===== config.mk =====
export PLATFORM = sky130hd
export DESIGN_NAME = tbpc_top
export DESIGN_NICKNAME = d
export VERILOG_FILES = /design/src/tbpc_pkg.sv /design/src/tbpc_divider.sv /design/src/tbpc_top.sv
export SDC_FILE = /design/constraint.sdc
export NUM_CORES = 1
export LEC_CHECK = 0
export ABC_AREA = 1
export BUFFER_PORTS_ARGS = -buffer_cell sky130_fd_sc_hd__buf_4
export CAP_MARGIN = 10
export CORE_MARGIN = 8
export CORE_UTILIZATION = 46
export DETAILED_ROUTE_END_ITERATION = 8
export PLACE_DENSITY = 0.67
export SYNTH_ARGS = -nofsm -noshare
export SYNTH_HDL_FRONTEND = slang
export SYNTH_SLANG_ARGS = --single-unit

===== constraint.sdc =====
create_clock -name pclk -period 2.7 [get_ports pclk]
set_clock_uncertainty 0.2 [all_clocks]
set_input_delay 0.27 -clock pclk [delete_from_list [all_inputs] [get_ports pclk]]
set_output_delay 0.27 -clock pclk [all_outputs]
set_load 0.05 [all_outputs]

===== src/tbpc_pkg.sv =====
// tbpc_pkg: register indices, field positions, reset values and counts
// assumes: pclk is the oscillator clock; byte address = 4 * register index
package tbpc_pkg;

   // ----------------------------------------
   // register indices (byte address = 4 * index)
   // ----------------------------------------
   localparam logic [7:0] IDX_GIC = 8'h0B;
   localparam logic [7:0] IDX_PIF = 8'h0C;
   localparam logic [7:0] IDX_CNT = 8'h11;
   localparam logic [7:0] IDX_CTL = 8'h12;
   localparam logic [7:0] IDX_DBUF = 8'h15;
   localparam logic [7:0] IDX_DACT = 8'h16;
   localparam logic [7:0] IDX_CHC = 8'h17;
   localparam logic [7:0] IDX_PCD = 8'h87;
   localparam logic [7:0] IDX_PIE = 8'h8C;
   localparam logic [7:0] IDX_LIM = 8'h92;

   // ----------------------------------------
   // reset values
   // ----------------------------------------
   localparam logic [7:0] RST_GIC = 8'h00;
   localparam logic [7:0] RST_CNT = 8'h00;
   localparam logic [6:0] RST_CTL = 7'h00;
   localparam logic [7:0] RST_DBUF = 8'h00;
   localparam logic [7:0] RST_DACT = 8'h00;
   localparam logic [5:0] RST_CHC = 6'h00;
   localparam logic [7:0] RST_PCD = 8'hFF;
   localparam logic [7:0] RST_PIE = 8'h00;
   localparam logic [7:0] RST_LIM = 8'hFF;

   // ----------------------------------------
   // field positions
   // ----------------------------------------
   localparam int CTL_POST_HI = 6;
   localparam int CTL_POST_LO = 3;
   localparam int CTL_RUN = 2;
   localparam int CTL_PSC_HI = 1;
   localparam int CTL_PSC_LO = 0;
   localparam int CHC_DLOW_HI = 5;
   localparam int CHC_DLOW_LO = 4;
   localparam int CHC_MODE_HI = 3;
   localparam int CHC_MODE_LO = 0;
   localparam int PIF_MATCH = 1;
   localparam int PCD_PWM_PIN = 2;

   // ----------------------------------------
   // modes and counts
   // ----------------------------------------
   localparam logic [3:0] MODE_PWM = 4'hC;
   localparam logic [3:0] MODE_PWM_MASK = 4'hC;
   localparam int QCLK_DIV = 4;
   localparam logic [1:0] Q_LAST = 2'(QCLK_DIV - 1);
   localparam logic [3:0] PRE_LAST_1 = 4'h0;
   localparam logic [3:0] PRE_LAST_4 = 4'h3;
   localparam logic [3:0] PRE_LAST_16 = 4'hF;

endpackage : tbpc_pkg


===== src/tbpc_divider.sv =====
// tbpc_divider: wrapping counter giving a one-cycle tick at its last count
// assumes: en and clr come from logic on the same clock
`timescale 1ns/1ps
`default_nettype none
module tbpc_divider #(
   parameter int W = 4
) (
   input wire logic clk,
   input wire logic rst_n,
   input wire logic clr,
   input wire logic en,
   input wire logic [W-1:0] last,
   output logic [W-1:0] cnt,
   output logic tick
);
   logic [W-1:0] cnt_r;

   assign tick = en && (cnt_r == last);
   assign cnt = cnt_r;

   always_ff @(posedge clk or negedge rst_n) begin
      if (!rst_n) begin
         cnt_r <= '0;
      end else if (clr) begin
         cnt_r <= '0;
      end else if (en) begin
         cnt_r <= tick ? '0 : cnt_r + 1'b1;
      end
   end
endmodule : tbpc_divider
`default_nettype wire


===== src/tbpc_top.sv =====
// tbpc_top: period timer with prescaler/postscaler and one pwm channel
// assumes: apb master on pclk; pclk is the oscillator clock
//
// Function
// - period is (limit+1) x 4 oscillator clocks x prescale ratio
// - counter equal to limit clears on the next increment
// - output goes high at period start unless duty is zero
// - duty buffer moves to active latch only at period boundary
// - duty is 10 bits: buffer high byte, channel control bits 5:4 low
// - output clears when active duty equals counter with two extra bits
// - duty above period never matches, output stays high
// - active duty latch is read only in every mode
// - clearing channel control forces the pwm output low
// - postscaler has no effect on the pwm period
// - postscale field bits 6:3 divides matches by field plus one
// - prescale bits 1:0: 00 by 1, 01 by 4, 1x by 16
// - run bit 2 of counter control starts and stops the counter
// - counter clocked by oscillator over four through the prescaler
// - postscaler completion sets the period match flag
// - counter or control write clears pre/postscaler, control keeps counter
//
// Decided for this implementation: the APB register port.
`timescale 1ns/1ps
`default_nettype none
module tbpc_top
   import tbpc_pkg::*;
(
   input wire logic pclk,
   input wire logic presetn,
   input wire logic psel,
   input wire logic penable,
   input wire logic pwrite,
   input wire logic [9:0] paddr,
   input wire logic [31:0] pwdata,
   input wire logic [3:0] pstrb,
   output logic [31:0] prdata,
   output logic pready,
   output logic pslverr,
   output logic pwm_output_pin,
   output logic pwm_output_pin_oe
);
   // ----------------------------------------
   // state
   // ----------------------------------------
   logic [7:0] gic_r;
   logic flag_r;
   logic [7:0] cnt_r;
   logic [6:0] ctl_r;
   logic [7:0] dbuf_r;
   logic [7:0] dact_r;
   logic [1:0] dlow_r;
   logic [5:0] chc_r;
   logic [7:0] pcd_r;
   logic [7:0] pie_r;
   logic [7:0] lim_r;
   logic out_r;
   logic [31:0] prdata_r;
   logic pslverr_r;

   // ----------------------------------------
   // apb decode
   // ----------------------------------------
   wire acc = psel && penable;
   wire setup = psel && !penable;
   wire [7:0] idx = paddr[9:2];
   wire aligned = (paddr[1:0] == 2'b00);
   wire hit_gic = aligned && (idx == IDX_GIC);
   wire hit_pif = aligned && (idx == IDX_PIF);
   wire hit_cnt = aligned && (idx == IDX_CNT);
   wire hit_ctl = aligned && (idx == IDX_CTL);
   wire hit_dbuf = aligned && (idx == IDX_DBUF);
   wire hit_dact = aligned && (idx == IDX_DACT);
   wire hit_chc = aligned && (idx == IDX_CHC);
   wire hit_pcd = aligned && (idx == IDX_PCD);
   wire hit_pie = aligned && (idx == IDX_PIE);
   wire hit_lim = aligned && (idx == IDX_LIM);
   wire mapped = hit_gic | hit_pif | hit_cnt | hit_ctl | hit_dbuf | hit_dact | hit_chc | hit_pcd | hit_pie | hit_lim;
   wire wr = acc && pwrite && pstrb[0];
   wire [7:0] wd = pwdata[7:0];
   wire wr_gic = wr && hit_gic;
   wire wr_pif = wr && hit_pif;
   wire wr_cnt = wr && hit_cnt;
   wire wr_ctl = wr && hit_ctl;
   wire wr_dbuf = wr && hit_dbuf;
   wire wr_chc = wr && hit_chc;
   wire wr_pcd = wr && hit_pcd;
   wire wr_pie = wr && hit_pie;
   wire wr_lim = wr && hit_lim;

   // ----------------------------------------
   // control fields
   // ----------------------------------------
   wire [3:0] post_sel = ctl_r[CTL_POST_HI:CTL_POST_LO];
   wire run = ctl_r[CTL_RUN];
   wire [1:0] psc_sel = ctl_r[CTL_PSC_HI:CTL_PSC_LO];
   wire [1:0] duty_low = chc_r[CHC_DLOW_HI:CHC_DLOW_LO];
   wire pwm_mode = ((chc_r[CHC_MODE_HI:CHC_MODE_LO] & MODE_PWM_MASK) == MODE_PWM);
   wire [9:0] duty_nxt = {dbuf_r, duty_low};

   // ----------------------------------------
   // clock chain: q clock, prescaler, postscaler
   // ----------------------------------------
   wire [1:0] q_cnt;
   wire q_tick;
   wire [3:0] pre_cnt;
   wire pre_tick;
   wire [3:0] post_cnt;
   wire post_tick;
   wire scaler_clr = wr_cnt | wr_ctl;
   wire [3:0] pre_last = psc_sel[1] ? PRE_LAST_16 : (psc_sel[0] ? PRE_LAST_4 : PRE_LAST_1);
   wire inc = run && pre_tick;
   wire wrap = inc && (cnt_r == lim_r);
   wire [1:0] ext = (psc_sel == 2'b00) ? q_cnt : (psc_sel[1] ? pre_cnt[3:2] : pre_cnt[1:0]);
   // the duty position advances by one step at each edge where step is high
   wire step = run && ((psc_sel == 2'b00) ? 1'b1 : (psc_sel[1] ? (q_tick && pre_cnt[1:0] == 2'b11) : q_tick));
   // the output register lags one cycle, so match the position that the next cycle holds
   wire [9:0] pos_nxt = {cnt_r, ext} + 10'h001;
   wire cmp_eq = step && ({dact_r, dlow_r} == pos_nxt);

   tbpc_divider #(.W(2)) u_qclk (
      .clk(pclk),
      .rst_n(presetn),
      .clr(1'b0),
      .en(1'b1),
      .last(Q_LAST),
      .cnt(q_cnt),
      .tick(q_tick)
   );

   tbpc_divider #(.W(4)) u_pre (
      .clk(pclk),
      .rst_n(presetn),
      .clr(scaler_clr),
      .en(q_tick),
      .last(pre_last),
      .cnt(pre_cnt),
      .tick(pre_tick)
   );

   tbpc_divider #(.W(4)) u_post (
      .clk(pclk),
      .rst_n(presetn),
      .clr(scaler_clr),
      .en(wrap),
      .last(post_sel),
      .cnt(post_cnt),
      .tick(post_tick)
   );

   // ----------------------------------------
   // next values
   // ----------------------------------------
   wire [7:0] cnt_nxt = wr_cnt ? wd : (wrap ? 8'h00 : (inc ? cnt_r + 8'h01 : cnt_r));
   wire out_nxt = !pwm_mode ? 1'b0 : (wrap ? (duty_nxt != 10'h000) : ((run && cmp_eq) ? 1'b0 : out_r));
   wire flag_nxt = post_tick | (wr_pif ? wd[PIF_MATCH] : flag_r);
   wire [7:0] rd_val =
      hit_gic ? gic_r :
      hit_pif ? {6'h00, flag_r, 1'b0} :
      hit_cnt ? cnt_r :
      hit_ctl ? {1'b0, ctl_r} :
      hit_dbuf ? dbuf_r :
      hit_dact ? dact_r :
      hit_chc ? {2'b00, chc_r} :
      hit_pcd ? pcd_r :
      hit_pie ? pie_r :
      hit_lim ? lim_r : 8'h00;

   // ----------------------------------------
   // registers
   // ----------------------------------------
   always_ff @(posedge pclk or negedge presetn) begin
      if (!presetn) begin
         gic_r <= RST_GIC;
         ctl_r <= RST_CTL;
         dbuf_r <= RST_DBUF;
         chc_r <= RST_CHC;
         pcd_r <= RST_PCD;
         pie_r <= RST_PIE;
         lim_r <= RST_LIM;
      end else begin
         if (wr_gic) gic_r <= wd;
         if (wr_ctl) ctl_r <= wd[6:0];
         if (wr_dbuf) dbuf_r <= wd;
         if (wr_chc) chc_r <= wd[5:0];
         if (wr_pcd) pcd_r <= wd;
         if (wr_pie) pie_r <= wd;
         if (wr_lim) lim_r <= wd;
      end
   end

   always_ff @(posedge pclk or negedge presetn) begin
      if (!presetn) begin
         cnt_r <= RST_CNT;
         flag_r <= 1'b0;
         out_r <= 1'b0;
      end else begin
         cnt_r <= cnt_nxt;
         flag_r <= flag_nxt;
         out_r <= out_nxt;
      end
   end

   // active latch has no write path
   always_ff @(posedge pclk or negedge presetn) begin
      if (!presetn) begin
         dact_r <= RST_DACT;
         dlow_r <= 2'b00;
      end else if (wrap) begin
         dact_r <= dbuf_r;
         dlow_r <= duty_low;
      end
   end

   // read data captured in the setup cycle
   always_ff @(posedge pclk or negedge presetn) begin
      if (!presetn) begin
         prdata_r <= 32'h0000_0000;
         pslverr_r <= 1'b0;
      end else if (setup) begin
         prdata_r <= {24'h00_0000, rd_val};
         pslverr_r <= !mapped;
      end
   end

   // ----------------------------------------
   // outputs
   // ----------------------------------------
   assign prdata = prdata_r;
   assign pready = 1'b1;
   assign pslverr = pslverr_r;
   assign pwm_output_pin = out_r;
   assign pwm_output_pin_oe = !pcd_r[PCD_PWM_PIN];
endmodule : tbpc_top
`default_nettype wire


* Word level (Yosys, flattened, before mapping)
Index checks and enable logic that the tools add are counted.
W data, S select, Z words.
** Word-level totals
- Memory bits (read-only) :: 0
- Bits in writable memories :: 0
- Bits in latches :: 0
- Output and inout bits :: 36
- Input bits :: 51
- Logic and storage cells :: 121
- Memories kept :: 0
- Flip-flop bits (word level) :: 92
** Operators by class
- Order comparisons :: 0
- Shifts and indexed selects :: 0
- $add $sub $neg :: 5
- Reductions and logical operators :: 40
- Multiplexer cells :: 30
- Equal/unequal tests :: 18
- Divide/modulo/power cells :: 0
- $mul :: 0
- Bitwise operators :: 11
** Operators with widths (count)
- $mux W8 :: 13
- $eq A8 B5 Y1 const B :: 5
- $logic_and A1 B1 Y1 :: 31
- $mux W4 :: 7
- $eq A8 B8 Y1 const B :: 3
- $eq A8 B4 Y1 const B :: 2
- $or A1 B1 Y1 :: 11
- $add A10 B1 Y10 const B :: 1
- $eq A10 B10 Y1 :: 1
- $reduce_bool A10 Y1 :: 1
- $add A4 B1 Y4 const B :: 2
- $add A8 B1 Y8 const B :: 1
- $eq A4 B4 Y1 :: 2
- $eq A8 B8 Y1 :: 1
- $mux W2 :: 4
- $eq A2 B2 Y1 const B :: 3
- $mux W1 :: 6
- $logic_not A2 Y1 :: 2
- $reduce_bool A2 Y1 :: 2
- $logic_not A1 Y1 :: 3
- $ne A3 B1 Y1 const B :: 1
- $reduce_bool A3 Y1 :: 1
- $add A2 B1 Y2 const B :: 1

* Logic depth before layout (Yosys ltp)
Gate-level depths: netlist of run 1.
- Depth in word-level cells :: 12
- Gate-level depth with buffers :: 18

* Cells and area by module
A second synthesis of run 1 with hierarchy kept.
** Second synthesis, totals
- Cells, all modules :: 758
- Area, all modules :: 5693.0 um^2
** Modules (own cells, without submodules)
- tbpc_top :: area each 4931.0 um^2, cells each 635, sequential area each 2072.0 um^2, times used 1
- tbpc_divider at u_post ... :: area each 312.8 um^2, cells each 51, sequential area each 100.1 um^2, times used 2
- tbpc_divider at u_qclk :: area each 136.4 um^2, cells each 21, sequential area each 50.0 um^2, times used 1

* Least setup slack after synthesis of run 1
No wires, ideal clock.
- Path type :: reg2reg
- Start point :: register ctl_r[1]
- End point :: register out_r (netlist: pwm_output_pin)
- Path slack :: 556 ps
- Cell stages (with the launch flop) :: 16
- Data arrival time :: 1821 ps
- Path buffers :: 0
- Data required time :: 2377 ps
- Cell sequence :: dfrtp_1 > nor3_1 > nor2_4 > ha_1 > inv_1 > nor2_1 > nor2_1 > nand2_1 > nor2_1 > nand3_1 > nor2_1 > nand2_1 > nor2_1 > nand2_1 > nand2_1 > a21oi_1
** On the way
- Cells in the longest elaborated chain, start to end :: 7
** RTL lines
- start: declaration :: line tbpc_top.sv:48 : logic [6:0] ctl_r;
- start signal: assignment :: line tbpc_top.sv:182 : if (wr_ctl) ctl_r <= wd[6:0];
- $mux W2 (tied with other cells) :: line tbpc_top.sv:113 : wire [1:0] ext = (psc_sel == 2'b00) ? q_cnt : (psc_sel[1] ? pre_cnt[3:2] : pre_cnt[1:0]);
- $mux W2 / $eq A4 B4 Y1 (equally long branches) :: line tbpc_top.sv:113, tbpc_divider.sv:18
- $add A10 B1 Y10 / $logic_and A1 B1 Y1 (equally long branches) :: line tbpc_top.sv:117, tbpc_divider.sv:18
- $eq A10 B10 Y1 / $logic_and A1 B1 Y1 (equally long branches) :: line tbpc_top.sv:118, tbpc_top.sv:111
- $logic_and A1 B1 Y1 (on tied branches) :: line tbpc_top.sv:118, tbpc_top.sv:112
- $logic_and A1 B1 Y1 / $mux W1 (equally long branches) :: line tbpc_top.sv:154 : wire out_nxt = !pwm_mode ? 1'b0 : (wrap ? (duty_nxt != 10'h000) : ((run && cmp_eq) ? 1'b0 : out_r));
- $ne A3 B1 Y1 (no source line) / $mux W1 (equally long branches)
- end signal: assignment :: line tbpc_top.sv:199 : out_r <= out_nxt;
- end: declaration :: line tbpc_top.sv:56 : logic out_r;
Parallel ways exist; a longest one is shown, timed or not.
A chain may end at the register's enable or synchronous reset.

* Worst setup path in the final report of run 1
- Start point :: register u_pre.cnt_r[0] (netlist: u_pre.cnt[0])
- End point :: register out_r (netlist: pwm_output_pin)
** On the way
- Cells in the longest elaborated chain, start to end :: 8
** RTL lines
- start: declaration :: line tbpc_divider.sv:16 : logic [W-1:0] cnt_r;
- start signal: assignment :: line tbpc_divider.sv:27 : cnt_r <= tick ? '0 : cnt_r + 1'b1;
- parallel branches: the longest is 8 deep, another holds $add A10 B1 Y10
Parallel ways; which one is timed is not known.

==> reports/metrics.csv, run 1 <==
stage,metric,value,unit
drt,detail-route-antenna-nets,0,
drt,dr.pass1.iters,6,
critical_path,rr_worst_depth,12,
floorplanning,rows,40,
pwr,pwr_density_cell,500,nW/um^2
pwr,cellLeakagePower,3.00,nW
critical_path,crit_start,u_pre.cnt[0],
layout,synthToLayoutAreaGrowth,11.4,%
timing,fmax,402,MHz
global_route,grt.overflow.total,0,
layout,mostFrequentLayoutCell,nand2_1,
floorplanning,die_h,127,um
layout,stdcell_count,938,
critical_path,path_delay_family,simple AND/OR/NAND/NOR gates,
layout,drive_above_1_share,15.7,%
layout,multi_input_area,2800,um^2
pwr,p_int,2.24,mW
critical_path,required,2.73,ns
drt,wl,16300,um
synthesis,synth-seq-area-share,41.2,%
pwr,p_clk_share,41.6,%
critical_path,cp.depth,12,
floorplanning,start_util,47.1,%
hold_path,hold_path_class,in2reg,
place,port_buffers,34,
synthesis,syn_area,5630,um^2
layout,fillCellCount,1163,
layout,nets,842,
critical_path,r2r_start,u_pre.cnt[0],
synthesis,synth-seq-cells,92,
critical_path,path_buf_inv,0,
clock_network,path_clk_slew,0.07,ns
critical_path,crit_fanout,6,
timing,setup_tns,0,ns
clock_network,cts_tree,built,
floorplanning,coreArea,12000,um^2
timing,holdWs,0.113,ns
synthesis,synth-warning-count,0,
critical_path,slowest_stage,dfrtp_1,
clock_network,clk_latency,0.35,ns
timing,tightest_slew,0.666,ns
drt,route.detailed.drc,0,
place,dpl_cell_area,5950,um^2
critical_path,critPathMostFrequentCell,nand2_1,
global_route,grt_pass1_wl,26200,um
critical_path,crit_type,reg2reg,
global_route,antenna_found_initial,0,
timing,setup_viol,0,
drt,avgRoutedWirePerCell,17.3,um
run_status,status,finished clean,
critical_path,path_cells,nor3_1 -> nor2_4 -> ha_1 -> xnor2_1 -> xor2_1 -> nand3_1 -> nor2_1 -> nand2_1 -> nor2_1 -> nand2_1 -> nand2_1 -> a21oi_1,
place,placedCellCount,920,
drt,drtIter0Drc,458,
floorplanning,dieWidth,127,um
layout,num_antenna_cells,0,
synthesis,synthCells,749,
hold_path,hold_depth,3,
floorplanning,die-area,16000,um^2
synthesis,syn_area_per_cell,7.52,um^2
timing,rsz0062_at_grt,false,
global_route,grt_max_degree,48,
timing,finalCriticalPeriod,2.49,ns
global_route,track_usage,20.9,%
pwr,p_comb_share,12.1,%
clock_network,numCtsBuffers,9,
critical_path,cpPeakStageDelay,0.45,ns
clock_network,cts_sinks,92,
layout,seqCellArea,2320,um^2
drt,avgViaCountPerCell,5.43,
timing,slew_headroom,55.6,%
critical_path,worst_setup_path_end_kind,register,
layout,fin_area,6270,um^2
clock_network,clockBufferDepth,2,
timing,post-route-period-util,92.1,%
clock_network,root_buffer,clkbuf_16,
drt,vias,5090,
place,place_congestion,0.978,
critical_path,worst_ep_arrival_time,2.52,ns
timing,finalHoldViolCount,0,
clock_network,post-cts-setup-buffer-count,0,
synthesis,yosys.cell_types.count,46,
pwr,vdd_ir_drop_max,0.407,mV
layout,layout_common_cells,"nand2_1 (224), dfrtp_1 (76), inv_1 (74)",
timing,slew_viol_final,0,
pwr,seqPwrFrac,46.3,%
global_route,grt_pass1_vias,5012,
clock_network,htree_num_levels,3,
critical_path,cp-start-kind,register,
job,max_cap_viol_count,0,
pwr,switchingPower,892,uW
place,dpl.hpwl,12300,um
pwr,swShare,28.5,%
floorplanning,pin_count,87,
hold_path,min_from,pwdata[7],
==> layout make-up <==
class                           instances  share of cell area, %
Clock inverter                          6                   1.16
Sequential cell                        92                   37.0
Timing Repair Buffer                   44                   5.54
Tap cell                              147                   2.93
Clock buffer                           10                   3.65
Inverter                               84                   5.10
Multi-Input combinational cell        555                   44.6
==> layer usage <==
layer,vias up,routed length (um),GRT usage [%]
met3,46,1080,3.85
met1,2398,7080,26.7
met4,0,686,11.6
met5,-,0,0
li1,2455,-,-
met2,191,7400,32.8
==> worst paths after layout <==
path                             endpoint  slack, ns
setup reg to reg           pwm_output_pin       0.21
hold reg to reg             u_qclk.cnt[0]       0.27
hold / removal                   pcd_r[7]       0.11
setup / recovery           pwm_output_pin       0.21
max in group asynchronous        lim_r[3]       1.26
min in group asynchronous   u_post.cnt[2]       0.30
==> worst register-to-register path, stage by stage (launching register included) <==
cell,delay [ns]
dfrtp_1,0.45
nor3_1,0.38
nor2_4,0.11
ha_1,0.29
xnor2_1,0.20
xor2_1,0.18
nand3_1,0.10
nor2_1,0.11
nand2_1,0.07
nor2_1,0.09
nand2_1,0.07
nand2_1,0.07
a21oi_1,0.05
==> sequential cells by signal, summed over array words and instances, names as in the netlist, 6 cells and up <==
signal / cells
chc_r: 6
cnt_r: 8
ctl_r: 7
dact_r: 8
dbuf_r: 8
gic_r: 8
lim_r: 8
pcd_r: 8
pie_r: 8
prdata: 8
==> synth_stat cells, drive strengths merged <==
cell type	number	area share, %
dfstp	16	7.5
nor4	5	0.56
nor2	63	5.6
nand3	49	4.8
nand2	234	16
clkbuf	4	0.29
nand3b	7	0.93
o21ai	77	6.9
a21oi	14	1.6
conb	2	0.13
nand4	27	3.1
dfrtp	76	34
a22oi	1	0.13
o31ai	1	0.13
o311ai	1	0.16
nor3	10	1.4
o22ai	1	0.11
and3	2	0.22
xor2	12	1.9
buf	37	4.6
a31oi	1	0.11
or2	3	0.33
xnor2	12	1.9
inv	82	5.5
ha	5	1.1
clkinv	2	0.22
o221ai	5	0.78
==> per-stage QoR <==
stage	worst slack [ns]	total power, mW	util [%]
2_1_floorplan	0.556	1.74	-
3_3_place_gp	0.346	1.84	49.8
3_5_place_dp	0.222	1.85	49.8
4_1_cts	0.207	3.15	52.5
5_1_grt	0.0164	3.25	52.5
6_report	0.212	3.13	52.5
==> power by group through the flow <==
stage,registers [mW],clock network (mW),logic (mW)
floorplan,1.51,0,0.231
global placement,1.47,0,0.365
detailed placement,1.48,0,0.377
CTS,1.45,1.32,0.381
global route,1.46,1.38,0.411
finish,1.45,1.30,0.380
==> cells by family after synthesis <==
family | after synthesis | synth area share, %
XOR/XNOR | 24 | 3.73
buffers and inverters | 125 | 10.6
AND/OR/NAND/NOR | 400 | 33.2
flip-flops | 92 | 41.2
AO/OA/AOI/OAI | 101 | 9.97
adder cells (fa/ha/maj) | 5 | 1.11
other | 2 | 0.133
==> repair_timing <==
item                                   4_1_cts  5_1_grt
resized for setup                            0        0
endpoints found under the hold margin       42        0
hold buffers                                 2        0
No activity file was read; power rests on OpenSTA's default activity.
==> run 2: changes to the inputs <==
- clock period: 2.7 -> 2.3 ns (I/O delays scaled with it)
==> run 2 against run 1 <==
  * Clock power is 18% higher
  * Largest cell class unchanged
  * Die area stayed put
  * Combinational power is 19% higher
  * Total power is 18% higher
  * Via count hardly changed
  * Sequential cell count stayed put
  * First-iteration DRC count is 13% lower
  * Count of clock-buffer cells in the layout is 1 lower
  * Sequential power is 17% higher
  * Non-clock buffer count is 20 higher
  * Setup slack worse by 0.18 ns
==> reports/metrics.csv, run 2 (synthesized netlist as in run 1, its figures left out) <==
stage,metric,value,unit,change
critical_path,crit_fanout,6,,unchanged
global_route,track_usage,20.8,%,-0.075 points
drt,dr.pass1.iters,5,,-1
layout,fin_area,6450,um^2,+2.8%
timing,finalCriticalPeriod,2.27,ns,-0.222 ns
critical_path,worst_ep_arrival_time,2.31,ns,-0.21 ns
global_route,grt_max_degree,42,,-13%
place,place_congestion,0.984,,+0.55%
global_route,antenna_found_initial,0,,unchanged
drt,avgRoutedWirePerCell,16.7,um,-3.5%
floorplanning,start_util,47.1,%,unchanged
timing,setup_viol,0,,unchanged
clock_network,post-cts-setup-buffer-count,0,,unchanged
critical_path,worst_setup_path_end_kind,register,,
clock_network,clk_latency,0.35,ns,about the same
floorplanning,pin_count,87,,unchanged
place,dpl_cell_area,6090,um^2,+2.3%
timing,slew_headroom,64.3,%,+8.6 points
floorplanning,dieWidth,127,um,unchanged
clock_network,cts_sinks,92,,unchanged
global_route,grt_pass1_wl,26100,um,-0.58%
timing,holdWs,0.0836,ns,-0.0298 ns
timing,fmax,441,MHz,+9.8%
timing,rsz0062_at_grt,true,,
clock_network,clockBufferDepth,2,,unchanged
global_route,grt_pass1_vias,4963,,-0.98%
layout,fillCellCount,1154,,-0.77%
floorplanning,rows,40,,unchanged
timing,tightest_slew,0.536,ns,-0.130 ns
layout,layout_common_cells,"nand2_1 (224), dfrtp_1 (74), inv_1 (73)",,
clock_network,cts_tree,built,,
job,max_cap_viol_count,0,,unchanged
layout,seqCellArea,2320,um^2,+0.11%
layout,multi_input_area,2830,um^2,+1.1%
critical_path,crit_type,reg2reg,,
drt,wl,16000,um,-1.5%
place,port_buffers,34,,unchanged
floorplanning,die-area,16000,um^2,unchanged
floorplanning,coreArea,12000,um^2,unchanged
layout,nets,862,,+2.4%
timing,finalHoldViolCount,0,,unchanged
clock_network,path_clk_slew,0.07,ns,about the same
layout,mostFrequentLayoutCell,nand2_1,,
layout,num_antenna_cells,0,,unchanged
pwr,vdd_ir_drop_max,0.410,mV,+0.81%
critical_path,cp-start-kind,register,,
global_route,grt.overflow.total,0,,unchanged
clock_network,root_buffer,clkbuf_16,,
layout,drive_above_1_share,18.7,%,+3.1 points
layout,synthToLayoutAreaGrowth,14.5,%,
drt,detail-route-antenna-nets,0,,unchanged
pwr,cellLeakagePower,3.09,nW,+3.2%
drt,route.detailed.drc,0,,unchanged
timing,post-route-period-util,98.5,%,+6.4 points
place,dpl.hpwl,12400,um,+0.15%
drt,drtIter0Drc,397,,-13%
drt,vias,5089,,-0.020%
timing,slew_viol_final,0,,unchanged
drt,avgViaCountPerCell,5.31,,-2.1%
clock_network,numCtsBuffers,9,,unchanged
pwr,pwr_density_cell,573,nW/um^2,+15%
clock_network,htree_num_levels,3,,unchanged
run_status,status,finished clean,,
hold_path,hold_path_class,in2reg,,
floorplanning,die_h,127,um,unchanged
critical_path,required,2.34,ns,-0.39 ns
critical_path,r2r_slack,0.03,ns,-0.18 ns
==> run 2: cell count changes in the layout (fill, tap and decap cells not counted), sizes merged <==
cell | previous run | this run
buf | 42 | 62
clkbuf | 10 | 9
clkinv | 4 | 3
clkinvlp | 0 | 1
inv | 85 | 86
==> run 2: layout make-up <==
| cell class | instances | area share [%] |
|---|---|---|
| clock buffers | 9 | 3.49 |
| multi-input cells | 555 | 43.9 |
| well taps | 147 | 2.85 |
| inverters | 84 | 4.97 |
| flip-flops and latches | 92 | 36.0 |
| clock inverters | 7 | 1.24 |
| repair buffers | 64 | 7.53 |
==> run 2: timing repair <==
action                                  in CTS  in global routing
hold endpoints to repair                    33                  0
endpoints found under the setup margin       1                  1
gates resized for setup                      3                  7
hold buffers                                 2                  0
==> run 2: worst paths after layout <==
path                               startpoint             end  depth (start not counted)
worst max-delay path                 ctl_r[1]  pwm_output_pin                         17
worst min-delay path                pwdata[7]        pcd_r[7]                          3
worst max register to register       ctl_r[1]  pwm_output_pin                         17
worst min register to register  u_qclk.cnt[0]   u_qclk.cnt[0]                          1
max in group asynchronous             presetn        pcd_r[6]                          3
min in group asynchronous             presetn   u_post.cnt[0]                          2
==> run 2: critical path, cell delays in order (launching register included) <==
cell	delay, ns
dfrtp_2	0.46
nor3_2	0.19
buf_4	0.14
nor2_4	0.04
ha_4	0.25
inv_2	0.03
nand2_1	0.04
nand2_1	0.05
nor2_1	0.08
nand2_1	0.06
nor2_1	0.10
nand3_1	0.08
nor2_1	0.09
nand2_1	0.06
nor2_1	0.09
nand2_1	0.07
nand2_1	0.07
a21oi_2	0.05
==> run 2: report_power, final <==
group / total [mW] / switching [mW] / internal [mW] / leakage (nW)
clock: 1.54 / 0.678 / 0.860 / 0.149
sequential: 1.70 / 0.0414 / 1.66 / 1.17
combinational: 0.453 / 0.335 / 0.118 / 1.77
total: 3.69 / 1.05 / 2.64 / 3.09
==> run 2: per-layer routing <==
layer | global-route usage (%) | vias to the layer above | share of wire [%]
li1 | - | 2498 | -
met1 | 26.2 | 2369 | 45
met2 | 33.9 | 189 | 46
met3 | 3.98 | 33 | 5.5
met4 | 9.59 | 0 | 3.2
met5 | 0 | - | 0
==> run 2: through the flow <==
| step | instances | setup WS [ns] | setup TNS (ns) | power [mW] | utilization (%) |
|---|---|---|---|---|---|
| after floorplan | 772 | 0.156 | 0 | 2.04 | - |
| after global placement | 940 | 0.0306 | 0 | 2.17 | 50.9 |
| after detailed placement | 940 | 0.00181 | 0 | 2.18 | 50.9 |
| after CTS | 958 | 0.0127 | 0 | 3.74 | 53.7 |
| after global routing | 958 | -0.0902 | -0.0902 | 3.84 | 53.9 |
| final | 958 | 0.0346 | 0 | 3.69 | 53.9 |
